[config.mk]
export PLATFORM = sky130hd
export DESIGN_NAME = rtpb_bank
export DESIGN_NICKNAME = d
export VERILOG_FILES = /design/src/logic/rtpb_pkg.sv /design/src/logic/rtpb_sync.sv /design/src/logic/rtpb_tick.sv /design/src/logic/rtpb_bank.sv
export SDC_FILE = /design/constraint.sdc
export NUM_CORES = 1
export LEC_CHECK = 0
export BUFFER_PORTS_ARGS = -buffer_cell sky130_fd_sc_hd__buf_2
export CAP_MARGIN = 0
export CORE_MARGIN = 2
export CORE_UTILIZATION = 59
export CTS_CLUSTER_DIAMETER = 80
export DETAILED_ROUTE_END_ITERATION = 8
export PLACE_DENSITY_LB_ADDON = 0.1
export SYNTH_ARGS = -nofsm -noshare
export SYNTH_HDL_FRONTEND = slang
export SYNTH_HIERARCHICAL = 1
export SYNTH_SLANG_ARGS = --single-unit
[constraint.sdc]
create_clock -name core_clk_i -period 10.75 [get_ports core_clk_i]
set_clock_uncertainty 0.1 [all_clocks]
set_input_delay 0.5375 -clock core_clk_i [delete_from_list [all_inputs] [get_ports core_clk_i]]
set_output_delay 0.5375 -clock core_clk_i [all_outputs]
set_load 0.02 [all_outputs]
[src/logic/rtpb_pkg.sv]
/*
  Constants for the restart and thermal parameter bank: register offsets,
  index table with legal ranges and reset values, codes, status layout
  and timing. Assumes a 100 MHz core clock.
*/
`default_nettype none

package rtpb_pkg;

  localparam int unsigned ADDR_W = 16;
  localparam int unsigned DATA_W = 16;
  localparam int unsigned NUM_REGS = 12;

  // Bank indices, in table order
  localparam logic [3:0] IDX_METHOD   = 4'h0;
  localparam logic [3:0] IDX_UV_TIME  = 4'h1;
  localparam logic [3:0] IDX_RETRY    = 4'h2;
  localparam logic [3:0] IDX_ALARM_EN = 4'h3;
  localparam logic [3:0] IDX_CNT_SEL  = 4'h4;
  localparam logic [3:0] IDX_THERM    = 4'h5;
  localparam logic [3:0] IDX_CURVE    = 4'h6;
  localparam logic [3:0] IDX_OLMODE   = 4'h7;
  localparam logic [3:0] IDX_PULLIN   = 4'h8;
  localparam logic [3:0] IDX_THERM2   = 4'h9;
  localparam logic [3:0] IDX_CURVE2   = 4'hA;
  localparam logic [3:0] IDX_OLMODE2  = 4'hB;
  localparam logic [3:0] IDX_NONE     = 4'hF;

  // Word offsets of the holding registers
  localparam logic [15:0] REG_OFS [NUM_REGS] = '{
    16'h10A5, 16'h10A6, 16'h10A7, 16'h10A8, 16'h10A9, 16'h10AD,
    16'h10AE, 16'h10B5, 16'h1170, 16'h1527, 16'h1528, 16'h1529};
  // Legal write range per register; others are refused
  localparam logic [15:0] REG_MIN [NUM_REGS] = '{
    16'h0000, 16'h0003, 16'h0003, 16'h0000, 16'h0000, 16'h07D0,
    16'h0000, 16'h0000, 16'h0000, 16'h07D0, 16'h0000, 16'h0000};
  localparam logic [15:0] REG_MAX [NUM_REGS] = '{
    16'h0003, 16'h00FA, 16'h03E8, 16'h0001, 16'h0001, 16'h2710,
    16'h0002, 16'h0002, 16'h0002, 16'h2710, 16'h0002, 16'h0002};
  localparam logic [15:0] REG_RST [NUM_REGS] = '{
    16'h0000, 16'h000A, 16'h000A, 16'h0000, 16'h0000, 16'h2710,
    16'h0001, 16'h0001, 16'h0000, 16'h2710, 16'h0001, 16'h0001};

  // Status and control word
  localparam logic [15:0] OFS_STATUS = 16'h1600;
  localparam int unsigned STAT_TRIP_BIT  = 0;
  localparam int unsigned STAT_CAUSE_LSB = 1;
  localparam int unsigned STAT_CNT_LSB   = 3;
  localparam int unsigned STAT_REJ_BIT   = 8;

  // Restart method codes
  localparam logic [1:0] METH_ALARM      = 2'h0;
  localparam logic [1:0] METH_ZERO       = 2'h1;
  localparam logic [1:0] METH_MATCH      = 2'h2;
  localparam logic [1:0] METH_MATCH_STOP = 2'h3;

  // Restart count and alarm enable codes
  localparam logic CNT_LIMITED = 1'b0;
  localparam logic ALARM_ON    = 1'b1;
  localparam logic [4:0] RESTART_LIMIT = 5'h10;

  // Trip causes
  localparam logic [1:0] CAUSE_NONE  = 2'h0;
  localparam logic [1:0] CAUSE_UV    = 2'h1;
  localparam logic [1:0] CAUSE_FAULT = 2'h2;
  localparam logic [1:0] CAUSE_LIMIT = 2'h3;

  // Timing: one count step of the time registers
  localparam int unsigned TENTH_SEC_NS = 100000000;
  localparam int unsigned CLK_PERIOD_NS = 10;
  localparam int unsigned TENTH_SEC_CYCLES = TENTH_SEC_NS / CLK_PERIOD_NS;

  typedef enum logic [2:0] {
    ST_RUN, ST_UV, ST_RETRY, ST_ZERO, ST_MATCH, ST_DECEL, ST_TRIP
  } rtpb_state_e;

endpackage : rtpb_pkg

`default_nettype wire

[src/logic/rtpb_sync.sv]
/*
  Two-flop synchroniser for a group of asynchronous pin levels.
  Assumes the pins are slow levels, never multi-bit words.
*/
`timescale 1ns/1ps
`default_nettype none

module rtpb_sync #(
  parameter int unsigned W = 1
) (
  input  wire logic         core_clk_i,
  input  wire logic         rst_i,
  input  wire logic         ce_i,
  input  wire logic [W-1:0] pin_i,
  output logic      [W-1:0] sync_o
);

  logic [W-1:0] meta_q;

  // First stage feeds only the second
  always_ff @(posedge core_clk_i) begin
    if (rst_i) begin
      meta_q <= '0;
      sync_o <= '0;
    end else if (ce_i) begin
      meta_q <= pin_i;
      sync_o <= meta_q;
    end
  end

endmodule : rtpb_sync

`default_nettype wire

[src/logic/rtpb_tick.sv]
/*
  Prescaler giving one pulse per tenth of a second.
  Assumes CYCLES of at least two; clr_i restarts the phase.
*/
`timescale 1ns/1ps
`default_nettype none

module rtpb_tick #(
  parameter int unsigned CYCLES = 10
) (
  input  wire logic core_clk_i,
  input  wire logic rst_i,
  input  wire logic ce_i,
  input  wire logic clr_i,
  output logic      tick_o
);

  localparam int unsigned CW = $clog2(CYCLES);

  logic [CW-1:0] cnt_q;

  // Phase restarts on clear so each timed wait is whole
  always_ff @(posedge core_clk_i) begin
    if (rst_i) begin
      cnt_q  <= '0;
      tick_o <= 1'b0;
    end else if (ce_i) begin
      if (clr_i) begin
        cnt_q  <= '0;
        tick_o <= 1'b0;
      end else if (cnt_q == CW'(CYCLES - 1)) begin
        cnt_q  <= '0;
        tick_o <= 1'b1;
      end else begin
        cnt_q  <= CW'(cnt_q + 1'b1);
        tick_o <= 1'b0;
      end
    end
  end

endmodule : rtpb_tick

`default_nettype wire

[src/logic/rtpb_bank.sv]
/*
  Restart and thermal parameter bank: holding registers, restart
  sequencer and active thermal selection for motor one or two.
  Assumes a plain register port on the core clock, asynchronous pins
  for under-voltage, fault and motor select, and a drive core on the
  same clock answering the match and stop handshakes.
*/
// Design decision made here: the address-and-strobe port.
// Contract
// - Method codes: alarm, zero start, match resume
// - Under-voltage beyond allowed time always trips; the sequencer ignores uv_s in ST_MATCH and ST_DECEL
// - Wait retry time after under-voltage clears
// - Count code zero limits restarts to sixteen
// - Pull-in start frequency chosen by code
// - Thermal level held between 2000 and 10000
// - Thermal curve selects one of three
// - Overload mode: off, accel+constant, constant only
`timescale 1ns/1ps
`default_nettype none

module rtpb_bank #(
  parameter int unsigned TENTH_CYCLES = rtpb_pkg::TENTH_SEC_CYCLES
) (
  input  wire logic        core_clk_i,
  input  wire logic        rst_i,
  input  wire logic        ce_i,
  // Register port
  input  wire logic [15:0] addr_i,
  input  wire logic [15:0] wdata_i,
  input  wire logic        wr_i,
  input  wire logic        rd_i,
  output logic      [15:0] rdata_o,
  // Asynchronous pins
  input  wire logic        uv_pin_i,
  input  wire logic        fault_pin_i,
  input  wire logic        motor2_pin_i,
  // Drive core handshakes
  input  wire logic        match_done_i,
  input  wire logic        stop_done_i,
  output logic             run_enable_o,
  output logic             restart_zero_o,
  output logic             match_req_o,
  output logic      [1:0]  match_freq_sel_o,
  output logic             decel_stop_o,
  output logic             trip_o,
  output logic             alarm_o,
  output logic      [1:0]  trip_cause_o,
  // Active thermal and overload settings
  output logic      [15:0] thermal_level_o,
  output logic      [1:0]  thermal_curve_o,
  output logic      [1:0]  overload_mode_o
);

  logic [15:0]           bank_q [rtpb_pkg::NUM_REGS];
  logic [2:0]            pin_s;
  logic                  uv_s;
  logic                  fault_s;
  logic                  motor2_s;
  logic                  fault_d1_q;
  logic                  fault_rise;
  logic                  tick;
  logic                  timer_clr;
  logic [15:0]           elapsed_q;
  logic [4:0]            restarts_q;
  logic [1:0]            event_cause_q;
  logic [1:0]            trip_cause_q;
  logic                  reject_q;
  logic [15:0]           rdata_q;
  logic [15:0]           status;
  logic [3:0]            wr_idx;
  logic [3:0]            rd_idx;
  logic                  stat_wr;
  logic                  clr_trip;
  logic                  limit_hit;
  logic                  retry_done;
  logic                  uv_expired;
  logic [1:0]            method;
  rtpb_pkg::rtpb_state_e state_q;
  rtpb_pkg::rtpb_state_e state_d;

  // Offset to bank index; IDX_NONE when unmapped
  function automatic logic [3:0] find_reg(input logic [15:0] a);
    logic [3:0] idx;
    idx = rtpb_pkg::IDX_NONE;
    for (int i = 0; i < rtpb_pkg::NUM_REGS; i++) begin
      if (a == rtpb_pkg::REG_OFS[i]) begin
        idx = 4'(i);
      end
    end
    return idx;
  endfunction : find_reg

  // Legal value for the register at idx
  function automatic logic in_range(input logic [3:0] idx,
                                    input logic [15:0] v);
    return (v >= rtpb_pkg::REG_MIN[idx]) && (v <= rtpb_pkg::REG_MAX[idx]);
  endfunction : in_range

  // Pins cross into the core domain before anything reads them
  rtpb_sync #(
    .W (3)
  ) u_sync (
    .core_clk_i (core_clk_i),
    .rst_i      (rst_i),
    .ce_i       (ce_i),
    .pin_i      ({motor2_pin_i, fault_pin_i, uv_pin_i}),
    .sync_o     (pin_s)
  );

  assign uv_s     = pin_s[0];
  assign fault_s  = pin_s[1];
  assign motor2_s = pin_s[2];

  // Fault edge taken from the settled copy only
  always_ff @(posedge core_clk_i) begin
    if (rst_i) begin
      fault_d1_q <= 1'b0;
    end else if (ce_i) begin
      fault_d1_q <= fault_s;
    end
  end

  assign fault_rise = fault_s & ~fault_d1_q;

  // Tenth-second base, restarted on every state change
  rtpb_tick #(
    .CYCLES (TENTH_CYCLES)
  ) u_tick (
    .core_clk_i (core_clk_i),
    .rst_i      (rst_i),
    .ce_i       (ce_i),
    .clr_i      (timer_clr),
    .tick_o     (tick)
  );

  // Decode shared by the bank, the status word and the FSM
  assign wr_idx   = find_reg(addr_i);
  assign rd_idx   = wr_idx;
  assign stat_wr  = wr_i && (addr_i == rtpb_pkg::OFS_STATUS);
  assign clr_trip = stat_wr && wdata_i[rtpb_pkg::STAT_TRIP_BIT];
  assign method   = bank_q[rtpb_pkg::IDX_METHOD][1:0];

  // Holding registers; out-of-range writes leave the old value
  always_ff @(posedge core_clk_i) begin
    if (rst_i) begin
      for (int i = 0; i < rtpb_pkg::NUM_REGS; i++) begin
        bank_q[i] <= rtpb_pkg::REG_RST[i];
      end
    end else if (ce_i) begin
      if (wr_i && (wr_idx != rtpb_pkg::IDX_NONE) &&
          in_range(wr_idx, wdata_i)) begin
        bank_q[wr_idx] <= wdata_i;
      end
    end
  end

  // Refused write flag; a new refusal beats a same-cycle clear
  always_ff @(posedge core_clk_i) begin
    if (rst_i) begin
      reject_q <= 1'b0;
    end else if (ce_i) begin
      if (wr_i && (wr_idx != rtpb_pkg::IDX_NONE) &&
          !in_range(wr_idx, wdata_i)) begin
        reject_q <= 1'b1;
      end else if (stat_wr && wdata_i[rtpb_pkg::STAT_REJ_BIT]) begin
        reject_q <= 1'b0;
      end
    end
  end

  // Status word: trip, cause, restart count, refused write
  always_comb begin
    status = '0;
    status[rtpb_pkg::STAT_TRIP_BIT] = (state_q == rtpb_pkg::ST_TRIP);
    status[rtpb_pkg::STAT_CAUSE_LSB +: 2] = trip_cause_q;
    status[rtpb_pkg::STAT_CNT_LSB +: 5] = restarts_q;
    status[rtpb_pkg::STAT_REJ_BIT] = reject_q;
  end

  // Read data valid only in the cycle after the strobe
  always_ff @(posedge core_clk_i) begin
    if (rst_i) begin
      rdata_q <= '0;
    end else if (ce_i) begin
      if (!rd_i) begin
        rdata_q <= '0;
      end else if (rd_idx != rtpb_pkg::IDX_NONE) begin
        rdata_q <= bank_q[rd_idx];
      end else if (addr_i == rtpb_pkg::OFS_STATUS) begin
        rdata_q <= status;
      end else begin
        rdata_q <= '0;
      end
    end
  end

  assign rdata_o = rdata_q;

  // Timed waits; both compare against whole tenths
  assign uv_expired = tick &&
                      (elapsed_q == bank_q[rtpb_pkg::IDX_UV_TIME]);
  assign retry_done = tick && (16'(elapsed_q + 16'h0001) ==
                               bank_q[rtpb_pkg::IDX_RETRY]);
  assign limit_hit  = (bank_q[rtpb_pkg::IDX_CNT_SEL][0] ==
                       rtpb_pkg::CNT_LIMITED) &&
                      (restarts_q == rtpb_pkg::RESTART_LIMIT);

  // Restart sequencer
  always_comb begin
    state_d = state_q;
    case (state_q)
      rtpb_pkg::ST_RUN: begin
        if (uv_s) begin
          state_d = rtpb_pkg::ST_UV;
        end else if (fault_rise) begin
          if (method == rtpb_pkg::METH_ALARM) begin
            state_d = rtpb_pkg::ST_TRIP;
          end else begin
            state_d = rtpb_pkg::ST_RETRY;
          end
        end
      end
      rtpb_pkg::ST_UV: begin
        if (uv_expired) begin
          state_d = rtpb_pkg::ST_TRIP;
        end else if (!uv_s) begin
          state_d = rtpb_pkg::ST_RETRY;
        end
      end
      rtpb_pkg::ST_RETRY: begin
        if (uv_s) begin
          state_d = rtpb_pkg::ST_UV;
        end else if (retry_done) begin
          if (limit_hit) begin
            state_d = rtpb_pkg::ST_TRIP;
          end else if (method == rtpb_pkg::METH_MATCH ||
                       method == rtpb_pkg::METH_MATCH_STOP) begin
            state_d = rtpb_pkg::ST_MATCH;
          end else begin
            state_d = rtpb_pkg::ST_ZERO;
          end
        end
      end
      rtpb_pkg::ST_ZERO: begin
        state_d = rtpb_pkg::ST_RUN;
      end
      rtpb_pkg::ST_MATCH: begin
        if (match_done_i) begin
          if (method == rtpb_pkg::METH_MATCH_STOP) begin
            state_d = rtpb_pkg::ST_DECEL;
          end else begin
            state_d = rtpb_pkg::ST_RUN;
          end
        end
      end
      rtpb_pkg::ST_DECEL: begin
        if (stop_done_i) begin
          state_d = rtpb_pkg::ST_TRIP;
        end
      end
      rtpb_pkg::ST_TRIP: begin
        if (clr_trip) begin
          state_d = rtpb_pkg::ST_RUN;
        end
      end
      default: begin
        state_d = rtpb_pkg::ST_TRIP;
      end
    endcase
  end

  assign timer_clr = (state_d != state_q);

  always_ff @(posedge core_clk_i) begin
    if (rst_i) begin
      state_q <= rtpb_pkg::ST_RUN;
    end else if (ce_i) begin
      state_q <= state_d;
    end
  end

  // Tenths spent in the current timed state
  always_ff @(posedge core_clk_i) begin
    if (rst_i) begin
      elapsed_q <= '0;
    end else if (ce_i) begin
      if (timer_clr) begin
        elapsed_q <= '0;
      end else if (tick) begin
        elapsed_q <= 16'(elapsed_q + 16'h0001);
      end
    end
  end

  // Restarts counted only while the limit applies
  always_ff @(posedge core_clk_i) begin
    if (rst_i) begin
      restarts_q <= '0;
    end else if (ce_i) begin
      if (clr_trip && state_q == rtpb_pkg::ST_TRIP) begin
        restarts_q <= '0;
      end else if (state_q == rtpb_pkg::ST_RETRY && retry_done &&
                   !uv_s && !limit_hit &&
                   bank_q[rtpb_pkg::IDX_CNT_SEL][0] ==
                   rtpb_pkg::CNT_LIMITED) begin
        restarts_q <= 5'(restarts_q + 5'h01);
      end
    end
  end

  // Cause of the event being ridden through
  always_ff @(posedge core_clk_i) begin
    if (rst_i) begin
      event_cause_q <= rtpb_pkg::CAUSE_NONE;
    end else if (ce_i && state_q == rtpb_pkg::ST_RUN) begin
      if (uv_s) begin
        event_cause_q <= rtpb_pkg::CAUSE_UV;
      end else if (fault_rise) begin
        event_cause_q <= rtpb_pkg::CAUSE_FAULT;
      end
    end
  end

  // Trip information kept until software clears the trip
  always_ff @(posedge core_clk_i) begin
    if (rst_i) begin
      trip_cause_q <= rtpb_pkg::CAUSE_NONE;
    end else if (ce_i) begin
      if (state_d == rtpb_pkg::ST_TRIP &&
          state_q != rtpb_pkg::ST_TRIP) begin
        if (state_q == rtpb_pkg::ST_RETRY) begin
          trip_cause_q <= rtpb_pkg::CAUSE_LIMIT;
        end else if (state_q == rtpb_pkg::ST_RUN) begin
          trip_cause_q <= rtpb_pkg::CAUSE_FAULT;
        end else if (state_q == rtpb_pkg::ST_UV) begin
          trip_cause_q <= rtpb_pkg::CAUSE_UV;
        end else begin
          trip_cause_q <= event_cause_q;
        end
      end else if (state_d != rtpb_pkg::ST_TRIP) begin
        trip_cause_q <= rtpb_pkg::CAUSE_NONE;
      end
    end
  end

  // Drive-core handshakes, one cycle behind the sequencer
  always_ff @(posedge core_clk_i) begin
    if (rst_i) begin
      run_enable_o     <= 1'b1;
      restart_zero_o   <= 1'b0;
      match_req_o      <= 1'b0;
      match_freq_sel_o <= 2'h0;
      decel_stop_o     <= 1'b0;
    end else if (ce_i) begin
      run_enable_o     <= (state_q == rtpb_pkg::ST_RUN);
      restart_zero_o   <= (state_q == rtpb_pkg::ST_ZERO);
      match_req_o      <= (state_q == rtpb_pkg::ST_MATCH);
      match_freq_sel_o <= bank_q[rtpb_pkg::IDX_PULLIN][1:0];
      decel_stop_o     <= (state_q == rtpb_pkg::ST_DECEL);
    end
  end

  // Trip and alarm; an under-voltage trip alarms only when enabled
  always_ff @(posedge core_clk_i) begin
    if (rst_i) begin
      trip_o       <= 1'b0;
      alarm_o      <= 1'b0;
      trip_cause_o <= rtpb_pkg::CAUSE_NONE;
    end else if (ce_i) begin
      trip_o       <= (state_q == rtpb_pkg::ST_TRIP);
      alarm_o      <= (state_q == rtpb_pkg::ST_TRIP) &&
                      ((trip_cause_q != rtpb_pkg::CAUSE_UV) ||
                       (bank_q[rtpb_pkg::IDX_ALARM_EN][0] ==
                        rtpb_pkg::ALARM_ON));
      trip_cause_o <= trip_cause_q;
    end
  end

  // Second motor copies take over only while selected
  always_ff @(posedge core_clk_i) begin
    if (rst_i) begin
      thermal_level_o <= rtpb_pkg::REG_RST[rtpb_pkg::IDX_THERM];
      thermal_curve_o <= rtpb_pkg::REG_RST[rtpb_pkg::IDX_CURVE][1:0];
      overload_mode_o <= rtpb_pkg::REG_RST[rtpb_pkg::IDX_OLMODE][1:0];
    end else if (ce_i) begin
      if (motor2_s) begin
        thermal_level_o <= bank_q[rtpb_pkg::IDX_THERM2];
        thermal_curve_o <= bank_q[rtpb_pkg::IDX_CURVE2][1:0];
        overload_mode_o <= bank_q[rtpb_pkg::IDX_OLMODE2][1:0];
      end else begin
        thermal_level_o <= bank_q[rtpb_pkg::IDX_THERM];
        thermal_curve_o <= bank_q[rtpb_pkg::IDX_CURVE][1:0];
        overload_mode_o <= bank_q[rtpb_pkg::IDX_OLMODE][1:0];
      end
    end
  end

endmodule : rtpb_bank

`default_nettype wire

# Yosys cells after proc, flatten, opt, wreduce, memory -nomap -nowiden
# Memories as Yosys holds them, arrays and structs flattened. A register that Yosys moved wholly into a read port is not among the register bits.
# Cells that the tools add are included.
[word_totals]
reg_bits = 105
ram_bits = 192
rom_bits = 512
output_inout_bits = 46
memories = 3
[op_classes]
n_addsub = 3
n_lt_le_gt_ge = 3
eq_ne = 31
mux = 62
n_bitwise = 4
reduce_logical = 36
[mem_list]
columns = ["memory", "words", "width", "read_ports", "rd_ports_with_merged_regs", "write_ports", "line_no", "text"]
rows = [
  ["(no name shown)", 16, 16, 1, 0, 0, "rtpb_bank.sv:96", "return (v >= rtpb_pkg::REG_MIN[idx]) && (v <= rtpb_pkg::REG_MAX[idx]);"],
  ["(no name shown)", 16, 16, 1, 0, 0, "rtpb_bank.sv:96", ""],
  ["bank_q", 12, 16, 13, 1, 12, "rtpb_bank.sv:54", "logic [15:0] bank_q [rtpb_pkg::NUM_REGS];"],
]
[ops]
columns = ["operator", "n"]
rows = [
  ["equality test 16 x 13 -> 1 bit, second input constant", 13],
  ["2-to-1 mux 16 bit", 10],
  ["2-to-1 mux 4 bit", 13],
  ["2-to-1 mux 24 bit", 2],
  ["2-to-1 mux 3 bit", 13],
  ["equality test 16 bit", 2],
  ["adder 24 x 1 -> 24 bit, second input constant", 1],
  ["equality test 24 bit, second input constant", 1],
  ["one-hot mux 3 bit (7 select lines)", 1],
  ["logical AND 1 bit", 18],
  ["2-to-1 mux 2 bit", 9],
  ["adder 16 x 1 -> 16 bit, second input constant", 1],
  [">= comparator 16 bit", 1],
  ["<= comparator 16 bit", 1],
  ["OR reduction 16 bit", 1],
  ["equality test 3 bit, second input constant", 4],
  ["2-to-1 mux 1 bit", 11],
  ["2-to-1 mux 5 bit", 2],
  ["AND reduction 2 bit", 5],
  ["nonzero test 2 bit", 5],
  ["2-to-1 mux 9 bit", 1],
  ["equality test 3 x 2 -> 1 bit, second input constant", 2],
  ["!= test 3 bit, second input constant", 2],
  ["adder 5 x 1 -> 5 bit, second input constant", 1],
  ["14 further kinds", 19],
]

# Longest topological paths before layout
# Gate-level depths: netlist (run 1).
[logic_depth]
ltp_word = 26
mapped_depth = 23

# Cells and area by module
# The synthesis (run 1) kept the hierarchy.
[modules_own_cells]
columns = ["mod", "n_inst", "cells_per_inst", "area_per_inst_um2", "seq_area_each_um2"]
rows = [
  ["rtpb_bank", 1, 1564, 16484.6, 9088.7],
  ["rtpb_tick", 1, 163, 1370.1, 500.5],
  ["rtpb_sync", 1, 19, 214.0, 120.1],
]

# Worst setup path before layout (run 1)
# OpenSTA, ideal clock, no wires.
[synth_path]
path_type = "in2reg"
from = "in addr_i[4]"
to = "mem bank_q[14][0], enable pin"
setup_ns = 0.430
t_arrival_ns = 6.137
setup_slack_ns = 4.083
cell_stages = 20
n_path_buf = 3
path_cell_list = "or4b_4 or4_1 o31ai_1 a22oi_1 buf_2 clkbuf_1 buf_1 ha_1 nand2_1 inv_1 ha_1 nand2b_1 a21oi_1 and2_1 nor4b_2 a41oi_1 or4_1 nand4b_2 o21ai_0 nor4_1"
[synth_lines]
columns = ["element", "line_no", "text"]
rows = [
  ["from (decl)", "rtpb_bank.sv:28", "input wire logic [15:0] addr_i,"],
  ["to (decl)", "rtpb_bank.sv:54", ""],
]

==> flow_summary.json, run 1 <==
{
  "status": "completed",
  "synth.largest_area_cell": "edfxtp_1",
  "numCtsBuffers": 39,
  "drive_gt1_share_pct": 12.08,
  "worst-path-stages": 21,
  "ant_nets": 0,
  "core_area_sq_um": 30350,
  "synth-main-ff-cell": "edfxtp_1",
  "cp_num_buf_inv": 4,
  "synth_cell_type_count": 92,
  "cp.arrival_ns": 6.73,
  "vias_per_cell": 6.361,
  "critPathCaptureType": "flip-flop",
  "clock-sinks": 359,
  "drv_slew": 0,
  "yosys_warnings": 6,
  "reg2reg_from": "elapsed_q[0]$_SDFFE_PP0P_",
  "tns_ns": 0,
  "cts_resized": 0,
  "post-place-ws_ns": 3.550,
  "synth_common_cells": "edfxtp_1, nand2_1, nor2_1, mux2i_1, dfxtp_1",
  "worst_ep_required_time_ns": 10.81,
  "grt_max_degree": 69,
  "critPathKind": "in2reg",
  "regArea_sq_um": 9709,
  "area_growth_syn_to_layout_pct": 12.16,
  "min_path_cells": 3,
  "die_w_um": 179,
  "cp_slowest_cell": "o21bai_2",
  "leakagePower_nw": 7.682,
  "r2r-end": "u_tick/cnt_q[14]$_SDFFE_PP0P_",
  "cp_slowest_stage_delay_ns": 0.85,
  "syn-instance-count": 1746,
  "io_buffers": 87,
  "finalHoldViolCount": 0,
  "drt_wl_total_mm": 54.18,
  "hold_class": "in2reg",
  "fp-row-count": 64,
  "nNetsFinal": 1894,
  "start_util_pct": 59.54,
  "netlist.area_leader.share_pct": 41.88,
  "grt_setup_unrepaired": "false",
  "relSlewSlack_pct": 21.45,
  "fin_crit_ns": 6.667,
  "ioPinCount": 88,
  "cp-start-kind": "primary input",
  "synth_seq_cells": 359,
  "ys_seq_area_share_pct": 53.74,
  "firstDrtPassIters": 6,
  "tritoncts": "done",
  "globalRoute.totalOverflow": 0,
  "drt_iter0_markers": 1571,
  "clk_pin_slew_worst_paths_ns": 0.06,
  "vias": 14380,
  "setup_violations": 0,
  "fin_ws_ns": 4.083,
  "hold_buffers": 0,
  "grt.total_usage_pct": 34.41,
  "ff2ff_setup_slack_ns": 5.95,
  "grt_pass1_vias": 13300,
  "syn_avg_cell_area_sq_um": 10.35,
  "crit_fanout": 60,
  "crit_family": "compound AO/OA/AOI/OAI gates",
  "vdd_drop_max_v": 0.0001480,
  "hold_path_end": "u_sync/meta_q[1]$_SDFFE_PP0P_",
  "grt_pass1_wl_mm": 81.52,
  "synth_edf_count": 252,
  "finalCritPeriodShare_pct": 62.01,
  "clock_latency_ns": 0.55,
  "clockBufferDepth": 3,
  "fillers": 2373,
  "worst_pin_slew_ns": 1.178,
  "yosysMostFrequentCell": "edfxtp_1",
  "hp-start": "fault_pin_i",
  "root_buffer": "clkbuf_16",
  "cp_cell_sequence": "buf_2, nor4b_2, nand4b_1, nor2_1, a22oi_2, inv_2, buf_4, ha_1, o21ai_1, o211ai_1, ha_1, nor2b_1, o31a_1, o21a_1, o21a_1, o21ai_0, nand2b_1, a211oi_4, o211ai_4, buf_4, o21bai_2",
  "die_area_sq_um": 32040,
  "worstRegToRegCells": 13,
  "gp_congestion": 0.9481,
  "drc": 0,
  "antenna_found_initial": 2,
  "postCtsSetupRepairBufs": 0,
  "mappedNetlistArea_sq_um": 18070,
  "wl_per_cell_um": 23.96,
  "hpwl_mm": 37.70,
  "synth_area_leaders": "edfxtp_1, dfxtp_1, mux2i_1, nand2_1, nor2_1",
  "power.density_nw_per_um2": 156.0,
  "clock.fmax_mhz": 150.0,
  "die_h_um": 179,
  "multi_input_area_sq_um": 7974,
  "async_flop_share_pct": 0,
  "drv_cap": 0,
  "htree_levels": 2
}
worst min-delay path, stage by stage:
cell and delay [ns]:
buf_2 0.07, mux2i_1 0.05, nor2_1 0.07
per-layer routing:
layer,share of wire (%),global-route usage (%),vias up
li1,-,-,6537
met1,40,48.43,6879
met2,44,51.86,828
met3,11,7.761,139
met4,4.4,13.58,0
met5,0,0,-
worst max path at each step:
stage | from | endpoint | slack [ns]
after floorplan | addr_i[4] | bank_q[14][0]$_DFFE_PP_ | 4.08
after global placement | addr_i[13] | bank_q[11][11]$_SDFFCE_PN0P_ | 3.70
after detailed placement | addr_i[13] | bank_q[11][11]$_SDFFCE_PN0P_ | 3.55
after CTS | addr_i[13] | bank_q[11][4]$_SDFFCE_PN0P_ | 4.12
after global routing | addr_i[13] | bank_q[7][4]$_SDFFCE_PN0P_ | 3.63
final | addr_i[13] | bank_q[7][9]$_SDFFCE_PN0P_ | 4.08
cell usage in the layout, fill, tap and decap left out, drive strengths merged, types with 12 or more instances in the layout:
cell type | synthesis | final
o21bai | 14 | 14
and3 | 36 | 36
nor2 | 225 | 225
edfxtp | 252 | 252
or3 | 28 | 28
inv | 22 | 26
nand3 | 44 | 44
conb | 1 | 52
buf | 64 | 117
a21oi | 59 | 59
nor3 | 24 | 24
ha | 20 | 20
xor2 | 22 | 22
a31oi | 55 | 55
nand4 | 24 | 24
dfxtp | 107 | 107
o21ai | 31 | 31
nand2 | 245 | 245
mux2i | 148 | 148
xnor2 | 22 | 22
clkbuf | 59 | 57
o22ai | 30 | 30
nor4 | 16 | 16
a211oi | 27 | 27
or4 | 12 | 12
nand2b | 12 | 12
stage by stage:
stage | utilization, % | instances | area [sq um] | hold WS (ns) | power (mW)
after floorplan | - | 1797 | 18260 | 0.3387 | 1.713
after global routing | 66.76 | 2259 | 20260 | 0.1497 | 3.245
after detailed placement | 62.39 | 2187 | 18930 | 0.3518 | 1.809
after CTS | 66.76 | 2259 | 20260 | 0.1343 | 3.169
after global placement | 62.39 | 2187 | 18930 | 0.3419 | 1.804
final | 66.78 | 2261 | 20270 | 0.1471 | 3.161
logic make-up after synthesis:
| family | after synthesis | share of synthesized area [%] |
|---|---|---|
| buffers and inverters | 147 | 3.684 |
| AO/OA/AOI/OAI | 301 | 11.63 |
| other | 1 | 0.02075 |
| flip-flops | 359 | 53.74 |
| adder cells (fa/ha/maj) | 20 | 1.385 |
| multiplexers | 148 | 8.199 |
| XOR/XNOR | 44 | 2.133 |
| AND/OR/NAND/NOR | 726 | 19.22 |
power breakdown:
group          switching (mW)  total, mW  internal [mW]
sequential             0.0341       1.57           1.53
combinational           0.152      0.218         0.0656
clock                   0.569       1.37          0.806
total                   0.755       3.16           2.41
registers in the layout (all words and copies together) (netlist names), 3 cells and up:
signal	count
bank_q	252
u_tick/cnt_q	24
elapsed_q	16
rdata_o	16
thermal_level_o	16
restarts_q	5
state_q	3
u_sync/meta_q	3
u_sync/sync_o	3
layout make-up:
class                      count  area share [%]
multi-input combinational   1291           39.35
clock inverter                15          0.8335
inverter                      24          0.4445
clock buffer                  57           5.711
timing repair buffer         117           3.285
sequential                   359           47.91
antenna                        2         0.02470
tap                          396           2.445
Power figures use the tool's default switching activity.
==> run 2, diff against run 1 <==
CORE_UTILIZATION = 56   (was 59)
clock period = 6.05 ns   (was 10.75 ns; I/O delays follow)
==> run 2 against run 1 <==
Total power rose by 77%. Setup slack got worse by 3.3 ns. Largest power group unchanged. Hold slack got worse by 0.14 ns.
==> flow_summary.json, run 2 (synthesized netlist as in run 1, its figures left out) <==
{
  "antenna_found_initial": 0,
  "hold_class": "in2reg",
  "gp_congestion": 0.9438,
  "grt_max_degree": 63,
  "final_common_cell": "edfxtp_1",
  "fp-row-count": 65,
  "cp_cell_sequence": "buf_2, or4b_4, or4_1, o31ai_1, a22oi_2, inv_2, buf_4, ha_1, inv_1, o22ai_1, ha_1, nor2b_1, o31a_1, o21a_1, o21a_1, o21ai_0, nand2b_1, a211oi_4, o21ai_0, nor4_4, buf_4",
  "die_h_um": 183.6,
  "drc": 0,
  "tritoncts": "done",
  "vias_per_cell": 6.211,
  "drive_gt1_share_pct": 12.73,
  "io_buffers": 87,
  "clock-sinks": 359,
  "nNetsFinal": 1914,
  "clock_latency_ns": 0.54,
  "largest_register": "bank_q",
  "worst_ep_required_time_ns": 6.19,
  "cts_resized": 0,
  "finalHoldViolCount": 0,
  "cp-start-kind": "primary input",
  "cp_slowest_stage_delay_ns": 0.58,
  "final_core_util_pct": 64.63,
  "drt_iter0_markers": 1536,
  "worst_pin_slew_ns": 1.053,
  "die_w_um": 183.6,
  "ioPinCount": 88,
  "largestRegisters": "bank_q (252), u_tick/cnt_q (24)",
  "vias": 14210,
  "drv_cap": 0,
  "critPathCaptureType": "flip-flop",
  "vdd_drop_max_v": 0.0002916,
  "numCtsBuffers": 41,
  "mostFrequentLayoutCells": "edfxtp_1, nand2_1, nor2_1",
  "tns_ns": 0,
  "finalCritPeriodShare_pct": 86.30,
  "drv_slew": 0,
  "multi_input_area_sq_um": 7995,
  "leakagePower_nw": 7.791,
  "cp.arrival_ns": 5.36,
  "hold_buffers": 4,
  "cp_num_buf_inv": 5,
  "drt_wl_total_mm": 53.20,
  "crit_fanout": 17,
  "largest_register_ffs": 252,
  "hpwl_mm": 37.02,
  "globalRoute.totalOverflow": 0,
  "die_area_sq_um": 33720,
  "clock.fmax_mhz": 191.5,
  "core_area_sq_um": 31640,
  "crit_family": "compound AO/OA/AOI/OAI gates",
  "relSlewSlack_pct": 29.79,
  "firstDrtPassIters": 6,
  "fillers": 2573,
  "antenna_cells": 0,
  "grt_pass1_wl_mm": 80.36,
  "clk_pin_slew_worst_paths_ns": 0.05,
  "start_util_pct": 57.11,
  "cp_slowest_cell": "or4b_4",
  "clockBufferDepth": 3,
  "critPathKind": "in2reg",
  "ant_nets": 0,
  "fin_crit_ns": 5.221,
  "setup_violations": 0,
  "status": "completed",
  "grt_setup_unrepaired": "false",
  "htree_levels": 2,
  "postCtsSetupRepairBufs": 0,
  "wl_per_cell_um": 23.26,
  "grt.total_usage_pct": 31.63,
  "power.density_nw_per_um2": 273.7,
  "grt_pass1_vias": 13540,
  "fin_total_pwr_mw": 5.597,
  "regArea_sq_um": 9709,
  "area_growth_syn_to_layout_pct": 13.16,
  "hold_slack_ns": 0.009180,
  "root_buffer": "clkbuf_16"
}
run 2: cell count changes in the layout (fill, tap and decap cells not counted), moves of 3 or more:
cell,before,now
clkbuf_1,8,12
buf_4,32,45
clkinvlp_4,3,0
inv_6,4,1
dlygate4sd3_1,0,4
clkinv_2,1,7
run 2: where the power goes:
part | total (mW) | switching [mW] | internal (mW)
clock network | 2.43 | 0.984 | 1.44
logic | 0.388 | 0.265 | 0.123
registers | 2.78 | 0.0557 | 2.73
run 2: cell type report:
class	instances	area share, %
clock inverters	12	0.4773
repair buffers	135	4.027
flip-flops and latches	359	47.49
clock buffers	64	6.003
well taps	402	2.460
inverters	24	0.4406
multi-input cells	1291	39.10
run 2: per-layer routing:
layer	global-route usage (%)	routed length, um
met5	2.074	79
met1	42.95	21980
met4	11.07	1802
met3	6.300	4839
met2	50.60	24490
run 2: final timing paths:
check,slack (ns),endpoint,start,cells past startpoint
worst max-delay path,0.83,bank_q[13][11]$_DFFE_PP_,addr_i[4],21
worst min-delay path,0.009,u_sync/meta_q[0]$_SDFFE_PP0P_,uv_pin_i,3
worst max register to register,1.94,u_tick/cnt_q[14]$_SDFFE_PP0P_,elapsed_q[0]$_SDFFE_PP0P_,13
worst min register to register,0.36,thermal_level_o[8]$_SDFFE_PP1P_,thermal_level_o[8]$_SDFFE_PP1P_,1
run 2: tightest hold or removal path, stage by stage:
cell and delay, ns:
buf_2 0.14, mux2i_1 0.08, nor2_1 0.07
run 2: through the flow:
stage	setup WS, ns	std cells	instance area (sq um)
2_1_floorplan	0.2166	1797	18280
3_3_place_gp	0.4247	2207	19080
3_5_place_dp	0.3365	2207	19080
4_1_cts	0.8612	2287	20450
5_1_grt	0.4743	2287	20450
6_report	0.8288	2287	20450
